### config.mk
export PLATFORM = sky130hd
export DESIGN_NAME = bag_addr_gen
export DESIGN_NICKNAME = d
export VERILOG_FILES = /design/src/inc/bag_pkg.sv /design/src/hdl/bag_addr_gen.sv
export SDC_FILE = /design/constraint.sdc
export NUM_CORES = 1
export LEC_CHECK = 0
export BUFFER_PORTS_ARGS = -buffer_cell sky130_fd_sc_hd__buf_4
export CAP_MARGIN = 20
export CORE_MARGIN = 2
export CORE_UTILIZATION = 55
export CTS_CLUSTER_DIAMETER = 30
export CTS_CLUSTER_SIZE = 30
export DETAILED_ROUTE_END_ITERATION = 6
export PLACE_DENSITY_LB_ADDON = 0.25
export SLEW_MARGIN = 20
export SYNTH_ARGS = -nofsm -noshare
export SYNTH_HDL_FRONTEND = slang
export SYNTH_SLANG_ARGS = --single-unit
### constraint.sdc
create_clock -name clock -period 4.9 [get_ports clock]
set_input_delay 0.98 -clock clock [delete_from_list [all_inputs] [get_ports clock]]
set_output_delay 0.98 -clock clock [all_outputs]
set_load 0.01 [all_outputs]
### src/inc/bag_pkg.sv
// Shared constants and types of the bit and I/O address generator
package bag_pkg;
	// ****************************************
	// APB register byte offsets
	// ****************************************
	localparam logic [7:0] OFS_CTRL = 8'h00;
	localparam logic [7:0] OFS_POINTER = 8'h04;
	localparam logic [7:0] OFS_BUF_START = 8'h08;
	localparam logic [7:0] OFS_PAGE = 8'h0c;
	localparam logic [7:0] OFS_ACC_TWO = 8'h10;
	localparam logic [7:0] OFS_ACC_THREE = 8'h14;
	localparam logic [7:0] OFS_STATUS = 8'h18;
	localparam logic [7:0] OFS_CMD = 8'h1c;
	localparam logic [7:0] OFS_OPERAND = 8'h20;
	localparam logic [7:0] OFS_IO_ADDR = 8'h24;
	localparam logic [7:0] OFS_BIT_ADDR = 8'h28;
	localparam logic [7:0] OFS_IO_DATA = 8'h2c;

	// ****************************************
	// Field positions and reset values
	// ****************************************
	localparam int CTRL_CIRC_BIT = 0;
	localparam int STAT_TF1_BIT = 0;
	localparam int STAT_TF2_BIT = 1;
	localparam int STAT_BUSY_BIT = 2;
	localparam int STAT_REFUSED_BIT = 3;
	localparam int PAGE_OFS_BITS = 7;
	localparam logic [22:0] RST_POINTER = 23'h000000;
	localparam logic [15:0] RST_BUF_START = 16'h0000;
	localparam logic [8:0] RST_PAGE = 9'h000;
	localparam logic [31:0] RST_WORD = 32'h00000000;
	localparam logic [22:0] STEP_ONE = 23'h000001;
	localparam logic [22:0] STEP_TWO = 23'h000002;

	// ****************************************
	// Commands and operand modes
	// ****************************************
	typedef enum logic [2:0]
	{
		OP_BIT_SET = 3'h0,
		OP_BIT_CLEAR = 3'h1,
		OP_BIT_PAIR_TEST = 3'h2,
		OP_IO_ABSOLUTE = 3'h3,
		OP_PAGE_DIRECT = 3'h4
	} bag_op_t;

	typedef enum logic [1:0]
	{
		BM_POST_DEC = 2'h0,
		BM_CONST_OFS = 2'h1,
		BM_PRE_ADD = 2'h2
	} bag_mode_t;

	// Command word as written to the command register
	typedef struct packed
	{
		logic xfer_write;
		logic port_qual;
		logic parallel;
		logic acc_sel;
		logic [1:0] mode;
		logic [2:0] op;
	} bag_cmd_t;

	// One-word transfer towards I/O space or data memory
	typedef struct packed
	{
		logic io_req;
		logic mem_req;
		logic write;
		logic [15:0] addr;
		logic [15:0] wdata;
	} bag_xfer_t;
endpackage

### src/hdl/bag_addr_gen.sv
// Bit and I/O address generator with APB register access
//
// Decided for this implementation: the APB interface to the registers and the placing of the registers.
`timescale 1ns/1ps

// What this block does
// - Post-decrement: use pointer, then subtract 1/2
// - Pair test copies two bits into flags
// - Constant offset sign-extended, pointer kept
// - Pre-add writes sum back, uses sum
// - Sixteen-bit offset forbids parallel execution
// - Absolute I/O constant, never paired
// - Each I/O access moves one word
// - Page-direct address is page then offset
// - Offset 0 first, 127 last word
// - Port qualifier routes to I/O space
// - Direct I/O address wraps at sixteen bits
// - Bit set sets addressed accumulator bit
// - Bit clear clears addressed accumulator bit
module bag_addr_gen
(
	input wire logic clock,
	input wire logic sys_rst,
	input wire logic psel,
	input wire logic penable,
	input wire logic pwrite,
	input wire logic [7:0] paddr,
	input wire logic [31:0] pwdata,
	output logic [31:0] prdata,
	output logic pready,
	output logic pslverr,
	output bag_pkg::bag_xfer_t xfer,
	input wire logic xfer_ack,
	input wire logic [15:0] xfer_rdata
);
	typedef enum logic {ST_IDLE, ST_XFER} bag_state_t;

	logic circ_enable;
	logic [22:0] coeff_pointer_extended;
	logic [15:0] coeff_buffer_start;
	logic [8:0] peripheral_page_pointer;
	logic [31:0] accumulator_two;
	logic [31:0] accumulator_three;
	logic test_flag_one;
	logic test_flag_two;
	logic refused;
	bag_pkg::bag_cmd_t cmd;
	logic [15:0] operand;
	logic [15:0] io_data;
	logic [22:0] bit_addr;
	logic go;
	bag_state_t state;
	logic wr_en;
	logic rd_hit;
	logic uses_k16;
	logic bad;
	logic exec;
	logic is_bit_op;
	logic pair;
	logic [22:0] off23;
	logic [22:0] sum23;
	logic [22:0] next_bit_addr;
	logic [4:0] bit_idx;
	logic [4:0] bit_idx2;
	logic [31:0] acc_sel_val;
	logic [15:0] next_xfer_addr;

	// ****************************************
	// APB slave
	// ****************************************
	assign wr_en = psel && penable && pwrite;
	assign pready = 1'b1;
	assign rd_hit = (paddr[1:0] == 2'h0) && (paddr <= bag_pkg::OFS_IO_DATA);
	assign pslverr = psel && penable && !rd_hit;

	// Read mux; unmapped words read zero
	always_ff @(posedge clock)
	begin
		if (sys_rst)
			prdata <= bag_pkg::RST_WORD;
		else if (psel && !penable && !pwrite)
		begin
			unique case (paddr)
				bag_pkg::OFS_CTRL: prdata <= {31'h0, circ_enable};
				bag_pkg::OFS_POINTER: prdata <= {9'h0, coeff_pointer_extended};
				bag_pkg::OFS_BUF_START: prdata <= {16'h0, coeff_buffer_start};
				bag_pkg::OFS_PAGE: prdata <= {23'h0, peripheral_page_pointer};
				bag_pkg::OFS_ACC_TWO: prdata <= accumulator_two;
				bag_pkg::OFS_ACC_THREE: prdata <= accumulator_three;
				bag_pkg::OFS_STATUS: prdata <= {28'h0, refused, go || state == ST_XFER, test_flag_two, test_flag_one};
				bag_pkg::OFS_CMD: prdata <= {23'h0, cmd};
				bag_pkg::OFS_OPERAND: prdata <= {16'h0, operand};
				bag_pkg::OFS_IO_ADDR: prdata <= {16'h0, xfer.addr};
				bag_pkg::OFS_BIT_ADDR: prdata <= {9'h0, bit_addr};
				bag_pkg::OFS_IO_DATA: prdata <= {16'h0, io_data};
				default: prdata <= bag_pkg::RST_WORD;
			endcase
		end
	end

	// Plain configuration registers
	always_ff @(posedge clock)
	begin
		if (sys_rst)
		begin
			circ_enable <= 1'b0;
			coeff_buffer_start <= bag_pkg::RST_BUF_START;
			peripheral_page_pointer <= bag_pkg::RST_PAGE;
			operand <= 16'h0000;
		end
		else if (wr_en)
		begin
			if (paddr == bag_pkg::OFS_CTRL)
				circ_enable <= pwdata[bag_pkg::CTRL_CIRC_BIT];
			if (paddr == bag_pkg::OFS_BUF_START)
				coeff_buffer_start <= pwdata[15:0];
			if (paddr == bag_pkg::OFS_PAGE)
				peripheral_page_pointer <= pwdata[8:0];
			if (paddr == bag_pkg::OFS_OPERAND)
				operand <= pwdata[15:0];
		end
	end

	// Command launch; a command written while busy is dropped without setting the refusal flag
	always_ff @(posedge clock)
	begin
		if (sys_rst)
		begin
			cmd <= '0;
			go <= 1'b0;
		end
		else
		begin
			go <= wr_en && paddr == bag_pkg::OFS_CMD && !go && state == ST_IDLE;
			if (wr_en && paddr == bag_pkg::OFS_CMD && !go && state == ST_IDLE)
				cmd <= pwdata[8:0];
		end
	end

	// ****************************************
	// Bit address generation
	// ****************************************
	assign is_bit_op = cmd.op == bag_pkg::OP_BIT_SET || cmd.op == bag_pkg::OP_BIT_CLEAR
		|| cmd.op == bag_pkg::OP_BIT_PAIR_TEST;
	assign pair = cmd.op == bag_pkg::OP_BIT_PAIR_TEST;
	// Offset forms and the absolute constant come from a two-byte extension
	assign uses_k16 = (is_bit_op && cmd.mode != bag_pkg::BM_POST_DEC) || cmd.op == bag_pkg::OP_IO_ABSOLUTE;
	assign bad = (cmd.parallel && uses_k16)
		|| (is_bit_op && cmd.mode > bag_pkg::BM_PRE_ADD) || cmd.op > bag_pkg::OP_PAGE_DIRECT;
	assign exec = go && !bad;
	// Post-decrement uses the pointer itself, the other forms add the signed constant
	assign off23 = (cmd.mode == bag_pkg::BM_POST_DEC) ? 23'h000000 : {{7{operand[15]}}, operand};
	assign sum23 = coeff_pointer_extended + off23;
	// Buffer start joins the low half only in circular mode
	assign next_bit_addr = circ_enable ? {sum23[22:16], coeff_buffer_start + sum23[15:0]} : sum23;
	assign bit_idx = next_bit_addr[4:0];
	assign bit_idx2 = bit_idx + 5'h01;
	assign acc_sel_val = cmd.acc_sel ? accumulator_three : accumulator_two;

	// Pointer update per operand form
	always_ff @(posedge clock)
	begin
		if (sys_rst)
			coeff_pointer_extended <= bag_pkg::RST_POINTER;
		else if (exec && is_bit_op && cmd.mode == bag_pkg::BM_POST_DEC)
			coeff_pointer_extended <= coeff_pointer_extended - (pair ? bag_pkg::STEP_TWO : bag_pkg::STEP_ONE);
		else if (exec && is_bit_op && cmd.mode == bag_pkg::BM_PRE_ADD)
			coeff_pointer_extended <= sum23;
		else if (wr_en && paddr == bag_pkg::OFS_POINTER)
			coeff_pointer_extended <= pwdata[22:0];
	end

	// Last generated bit address, for software to inspect
	always_ff @(posedge clock)
	begin
		if (sys_rst)
			bit_addr <= bag_pkg::RST_POINTER;
		else if (exec && is_bit_op)
			bit_addr <= next_bit_addr;
	end

	// Accumulators; an executing command wins over a bus write
	always_ff @(posedge clock)
	begin
		if (sys_rst)
		begin
			accumulator_two <= bag_pkg::RST_WORD;
			accumulator_three <= bag_pkg::RST_WORD;
		end
		else if (exec && (cmd.op == bag_pkg::OP_BIT_SET || cmd.op == bag_pkg::OP_BIT_CLEAR))
		begin
			if (cmd.acc_sel)
				accumulator_three[bit_idx] <= cmd.op == bag_pkg::OP_BIT_SET;
			else
				accumulator_two[bit_idx] <= cmd.op == bag_pkg::OP_BIT_SET;
		end
		else if (wr_en && paddr == bag_pkg::OFS_ACC_TWO)
			accumulator_two <= pwdata;
		else if (wr_en && paddr == bag_pkg::OFS_ACC_THREE)
			accumulator_three <= pwdata;
	end

	// Test flags and sticky refusal flag; a new refusal beats write-one-to-clear
	always_ff @(posedge clock)
	begin
		if (sys_rst)
		begin
			test_flag_one <= 1'b0;
			test_flag_two <= 1'b0;
			refused <= 1'b0;
		end
		else
		begin
			if (exec && pair)
			begin
				test_flag_one <= acc_sel_val[bit_idx];
				test_flag_two <= acc_sel_val[bit_idx2];
			end
			if (go && bad)
				refused <= 1'b1;
			else if (wr_en && paddr == bag_pkg::OFS_STATUS && pwdata[bag_pkg::STAT_REFUSED_BIT])
				refused <= 1'b0;
		end
	end

	// ****************************************
	// I/O space and data memory transfers
	// ****************************************
	// Absolute constant used as is; page-direct keeps only sixteen bits so it wraps
	assign next_xfer_addr = (cmd.op == bag_pkg::OP_IO_ABSOLUTE) ? operand
		: {peripheral_page_pointer, operand[bag_pkg::PAGE_OFS_BITS-1:0]};

	// One word per request, held until acknowledged
	always_ff @(posedge clock)
	begin
		if (sys_rst)
		begin
			state <= ST_IDLE;
			xfer <= '0;
			io_data <= 16'h0000;
		end
		else
		begin
			unique case (state)
				ST_IDLE:
				begin
					if (exec && !is_bit_op)
					begin
						state <= ST_XFER;
						xfer.io_req <= cmd.op == bag_pkg::OP_IO_ABSOLUTE || cmd.port_qual;
						xfer.mem_req <= cmd.op == bag_pkg::OP_PAGE_DIRECT && !cmd.port_qual;
						xfer.write <= cmd.xfer_write;
						xfer.addr <= next_xfer_addr;
						xfer.wdata <= io_data;
					end
					else if (wr_en && paddr == bag_pkg::OFS_IO_DATA)
						io_data <= pwdata[15:0];
				end
				ST_XFER:
				begin
					if (xfer_ack)
					begin
						state <= ST_IDLE;
						xfer.io_req <= 1'b0;
						xfer.mem_req <= 1'b0;
						if (!xfer.write)
							io_data <= xfer_rdata;
					end
				end
			endcase
		end
	end
endmodule

======== After elaboration in Yosys (flattened, before gate mapping) ========
Index checks and enable logic that the tools add are counted.
operators by class
  reductions and logical operators ........ 60
  equal/unequal tests ..................... 24
  $lt $le $gt $ge ......................... 6
  add/sub/neg operators ................... 4
  bitwise operators ....................... 1
  muxes and demuxes ....................... 37
operators by type and width
  cell                  number
  $pmux W32 S12         1
  $mux W32              8
  $mux W16              6
  $mux W23              4
  $bwmux W32            2
  $mux W35              1
  $eq A8 B5 Y1 const B  4
  $eq A8 B6 Y1 const B  4
  $pmux W16 S2          1
  $logic_and A1 B1 Y1   28
  $add A23 B23 Y23      1
  $sub A23 B2 Y23       1
  $add A16 B16 Y16      1
  $eq A8 B4 Y1 const B  2
  $reduce_and A2 Y1     7
  $lt A5 B6 Y1 const B  2
  $ne A2 B2 Y1 const B  6
  $bmux W1 S5           2
  $eq A8 B3 Y1 const B  1
  $le A8 B6 Y1 const B  1
  $logic_not A8 Y1      1
  $reduce_bool A2 Y1    4
  $logic_not A1 Y1      7
  $logic_or A1 B1 Y1    7
  20 further kinds      30
word-level totals
  input bits .............................. 62
  output and inout port bits .............. 69
  word-level logic and storage cells ...... 158
  flip-flop bits (word level) ............. 249

======== Longest topological paths before layout ========
  word-level depth ........................ 14
  mapped depth ............................ 22
  gate-level depth less buffers ........... 20

======== Worst setup path before layout ========
Ideal clock, no wire load.
  path type ............................... flip-flop to flip-flop
  start point ............................. reg cmd[4] in the netlist's numbering
  end point ............................... reg test_flag_two
  data required time ...................... 4770 ps
  arrival ................................. 5200 ps
  setup slack ............................. -431 ps
  stages on the path, launching flop included .. 19
  library setup time ...................... 130 ps
  cell sequence ........................... dfxtp_1 > clkbuf_1 > clkbuf_1 > clkbuf_1 > o21ai_0 > fa_1 > fa_1 > mux2i_2 > buf_6 > ha_1 > clkbuf_2 > xnor2_2 > buf_6 > mux4_2 > a22o_1 > a221oi_1 > mux2i_1 > mux2i_1 > o31ai_1
RTL lines
  element                            line                 source
  start, declared                    bag_addr_gen.sv:47   bag_pkg::bag_cmd_t cmd;
  start signal, assigned             bag_addr_gen.sv:136  cmd <= pwdata[8:0];
  $logic_not A2 Y1 (*)               bag_addr_gen.sv:152  assign off23 = (cmd.mode == bag_pkg::BM_POST_DEC) ? 23'h000000 : {{7{operand[15]}}, operand};
  $mux W23 (*)                       bag_addr_gen.sv:152
  $add A23 B23 Y23 (*)               bag_addr_gen.sv:153  assign sum23 = coeff_pointer_extended + off23;
  $add A16 B16 Y16                   bag_addr_gen.sv:155  assign next_bit_addr = circ_enable ? {sum23[22:16], coeff_buffer_start + sum23[15:0]} : sum23;
  $mux W16 (*)                       bag_addr_gen.sv:155
  net next_bit_addr[1]               bag_addr_gen.sv:62   logic [22:0] next_bit_addr;
  $add A5 B1 Y5 (*)                  bag_addr_gen.sv:157  assign bit_idx2 = bit_idx + 5'h01;
  $bmux W1 S5 (*)                    bag_addr_gen.sv:217  test_flag_two <= acc_sel_val[bit_idx2];
  $mux W1 (implied by the code) (*)  bag_addr_gen.sv:217
  end signal, assigned               bag_addr_gen.sv:217
  end, declared                      bag_addr_gen.sv:45   logic test_flag_two;
The timed path passes the listed nets; every way through them passes the cells marked *. The select of a mux whose other input is x is not followed.
A chain may end at the register's enable or synchronous reset.

======== Worst setup path after layout ========
  start point ............................. reg cmd[3] in the netlist's numbering
  end point ............................... reg accumulator_three[9]
on the way
  cells in the longest elaborated chain, start to end .. 12
ends and longest elaborated chain
  element                                                                    line                 source
  $logic_not A2 Y1                                                           bag_addr_gen.sv:152
  $mux W23                                                                   bag_addr_gen.sv:152
  $add A23 B23 Y23                                                           bag_addr_gen.sv:153
  $add A16 B16 Y16                                                           bag_addr_gen.sv:155
  $mux W16                                                                   bag_addr_gen.sv:155
  $lt A5 B6 Y1 (implied by the code) / $ge A5 B1 Y1 (equally long branches)  bag_addr_gen.sv:193  accumulator_three[bit_idx] <= cmd.op == bag_pkg::OP_BIT_SET;
  $logic_and A1 B1 Y1 (implied by the code)                                  bag_addr_gen.sv:193
  $mux W1 (implied by the code)                                              bag_addr_gen.sv:193
  $demux W1 S5                                                               bag_addr_gen.sv:193
  $bwmux W32                                                                 bag_addr_gen.sv:193
  $mux W32                                                                   bag_addr_gen.sv:192  if (cmd.acc_sel)
  $mux W32                                                                   bag_addr_gen.sv:190  else if (exec && (cmd.op == bag_pkg::OP_BIT_SET || cmd.op == bag_pkg::OP_BIT_CLEAR))
  end signal, assigned                                                       bag_addr_gen.sv:188  accumulator_three <= bag_pkg::RST_WORD;
  end signal, assigned by index                                              bag_addr_gen.sv:193
  end signal, assigned                                                       bag_addr_gen.sv:200  accumulator_three <= pwdata;
  end, declared                                                              bag_addr_gen.sv:43   logic [31:0] accumulator_three;
Several ways; a longest one is shown, not always the timed one. The select of a mux whose other input is x is not followed.

==> results.tsv <==
stage	metric	value	unit
layout	drive_gt1_share	15.9	%
drt	avgRoutedWirePerCell	24.3	µm
drt	drt-initial-drc-count	2352	
layout	diodes	0	
global_routing	grt_pass1_wl	87.4	mm
floorplan	io_pins	131	
clocking	clk_path_buf_depth	3	
worst_hold_path	hold_path.class	reg -> reg	
drt	ant_nets	0	
power	ir_drop	0.292	mV
synthesis	muxShareOfSynthArea	8.02	%
synthesis	ys.flop_type	dfxtp_1	
drt	wl_met2	25.3	mm
outcome	violations	design-rule violations	
power	cellPowerDensity	345	nW/µm²
global_routing	grt_usage	39.7	%
timing	post-route-min-period	4.52	ns
global_routing	antenna_found_initial	1	
clocking	post_cts_resized	0	
layout	design_area	18300	µm²
timing	totalNegativeSetupSlack	0	ns
synthesis	yosys_warnings	0	
drt	vias	16300	
placement	dp_hpwl	41.0	mm
floorplan	initial_core_util	55.6	%
synthesis	yosysSeqAreaShare	33.5	%
clocking	clock_latency	0.58	ns
drt	wl_met1	22.3	mm
synthesis	async_reset_ff_share	0	%
timing	fmax	221	MHz
clocking	htree_levels	2	
worst_hold_path	min_from	prdata[0]	
setup_path	critPathRequiredTime	5.38	ns
synthesis	synth_edf_count	0	
timing	final_hold_viol_count	0	
synthesis	syn_area	14900	µm²
placement	portBuffers	129	
clocking	clock_sinks	249	
clocking	root_buffer	clkbuf_16	
clocking	cts_buffers	57	
synthesis	post_synth.cell_area_avg	7.76	µm²
timing	slew_violations	0	
clocking	cts_tree	built	
drt	dr.max_layer_used	met4	
synthesis	synthCells	1918	
layout	stdcell_count	2404	
layout	nFillCells	2191	
floorplan	core_area	26800	µm²
clocking	clkTransAtPathRegs	0.05	ns
timing	relSlewSlack	28.1	%
clocking	cts_hold_buf	0	
setup_path	critPathMaxFanout	19	
timing	clock_skew	0.0266	ns
synthesis	synth_xor_area_share	2.40	%
setup_path	path_class	reg -> reg	
setup_path	cp_data_arrival_time	5.00	ns
layout	finish.net_count	2127	
synthesis	synth-simple-area-share	22.8	%
setup_path	crit_start	cmd[3]	
synthesis	synth_adder_area_share	4.19	%
synthesis	synth_compound_area_share	24.8	%
floorplan	die_x	169	µm
placement	post_dp_cell_area	16200	µm²
placement	place.gp.congestion	0.998	
timing	period_share	92.2	%
global_routing	grt_max_degree	182	
global_routing	grt_overflow	0	
outcome	status	complete, but fails checks	
floorplan	die_y	169	µm
timing	finalSetupViolations	0	
floorplan	die_area	28400	µm²
drt	dr_wl_met3	7.39	mm
synthesis	synth_top_family_by_area	compound AO/OA/AOI/OAI gates	
setup_path	start_kind	register	
floorplan	num_rows	60	
timing	rsz0062_at_grt	false	
synthesis	synthDistinctLibCells	76	
run	maxCapViolCount	0	
global_routing	grt_pass1_vias	15000	
clocking	cts_setup_buffers	0	
drt	drc	2	
synthesis	synth_fp_nets	2028	
drt	first_pass_iters	7	
layout	syn_to_final_growth	22.9	%
setup_path	r2r_start	cmd[3]	
drt	drt-total-wl	58.3	mm
drt	via_per_inst	6.77	
placement	post-place-cells	2299	
timing	worst_pin_slew	1.08	ns
synthesis	synth-seq-cells	249	
setup_path	end_kind	register	
power	p_leak	0.00700	µW
-- cell usage after synthesis, types with 9 or more instances --
master,count,area [µm²]
nor4_1,13,81.3
xnor2_1,24,210
o21a_1,9,67.6
a22oi_1,82,616
inv_1,24,90.1
mux4_2,26,586
o31ai_1,13,97.6
nand2_1,304,1140
xor2_1,13,114
a22o_1,22,193
o21ai_0,90,450
a211oi_1,47,353
a21oi_1,195,976
nor3_1,89,445
dfxtp_1,249,4980
or3_1,11,68.8
a21o_1,14,105
clkbuf_1,118,443
nand2b_1,10,62.6
a222oi_1,14,140
nand4_1,11,68.8
a311oi_1,19,166
ha_1,45,563
nand3_1,47,235
nor2_1,237,890
a221oi_1,18,158
nor2b_1,20,125
mux2i_1,35,350
-- layout by cell type, fill, tap and decap left out, types with 12 or more instances in the layout --
| cell | instances |
|---|---|
| nor3_1 | 87 |
| xnor2_1 | 24 |
| a22o_1 | 22 |
| o21ai_0 | 89 |
| nor4_1 | 12 |
| xor2_1 | 13 |
| a222oi_1 | 14 |
| a21o_1 | 14 |
| a311oi_1 | 19 |
| a221oi_1 | 18 |
| nand2_1 | 304 |
| buf_4 | 172 |
| a21oi_1 | 195 |
| inv_1 | 24 |
| o31ai_1 | 13 |
| clkbuf_16 | 59 |
| a22oi_1 | 82 |
| nand3_1 | 47 |
| mux4_2 | 26 |
| mux2i_1 | 35 |
| a211oi_1 | 47 |
| nor2_1 | 233 |
| ha_1 | 45 |
| dfxtp_1 | 249 |
| nor2b_1 | 20 |
-- routing by layer --
layer  up-vias  track usage, %
met2      1137            60.1
met1      7658            52.9
met3       249            9.77
li1       7243               -
met5         -               0
met4         0            20.4
-- cells by family (layout without fill, tap and decap cells) --
family,after synthesis,in the layout
adders and majority gates,48,48
buffers and inverters,159,304
muxes,72,72
other,1,1
DFF,249,249
and+or+nand+nor,779,779
AOI/OAI and AO/OA,571,571
xor gates and xnor gates,39,39
-- state kept, by name (all words and copies together), names as in the netlist, 9 cells and up --
name and cells:
peripheral_page_pointer 9, xfer 35, coeff_pointer_extended 23, coeff_buffer_start 16
io_data 16, bit_addr 23, accumulator_two 32, accumulator_three 32
cmd 9, operand 16, prdata 32
-- critical path: stages, from the launching register on --
cell      delay [ns]
dfxtp_1         0.40
nor2_2          0.07
nor2b_1         0.11
ha_1            0.20
inv_1           0.07
fa_1            0.54
fa_1            0.62
mux2i_4         0.08
buf_4           0.26
inv_1           0.14
ha_1            0.56
nand3b_1        0.69
o21ai_0         0.45
nand2_1         0.10
a21oi_1         0.15
-- cell type report --
cell class / count / area, µm² / area share [%]
Multi-Input combinational cell: 1510 / 9370 / 51.2
Clock buffer: 70 / 1620 / 8.84
Sequential cell: 249 / 4980 / 27.3
Tap cell: 341 / 427 / 2.33
Inverter: 25 / 93.8 / 0.513
Timing Repair Buffer: 174 / 1320 / 7.23
Clock inverter: 35 / 474 / 2.59
-- stage by stage --
step	worst slack [ns]	power [µW]	hold slack (ns)	utilization, %
finish	0.381	6320	0.448	68.3
global placement	0.281	2220	0.442	60.4
global route	0.0616	6430	0.474	68.3
floorplan	0.0186	2140	0.432	-
detailed placement	0.194	2220	0.446	60.4
CTS	0.139	6300	0.450	68.2
-- power breakdown --
group	leakage, µW	internal, µW	switching (µW)
Combinational	0.00396	50.8	108
Sequential	0.00200	2030	1.26
Clock	0.00103	2860	1270
Total	0.00700	4940	1370
-- final timing paths --
path | end | cells past startpoint | slack (ns)
worst max-delay path | accumulator_three[9] | 14 | 0.38
worst min register to register | prdata[0] | 2 | 0.45
worst max register to register | accumulator_three[9] | 14 | 0.38
worst min-delay path | prdata[0] | 2 | 0.45
Note: power is estimated with default switching activity, not from simulation.
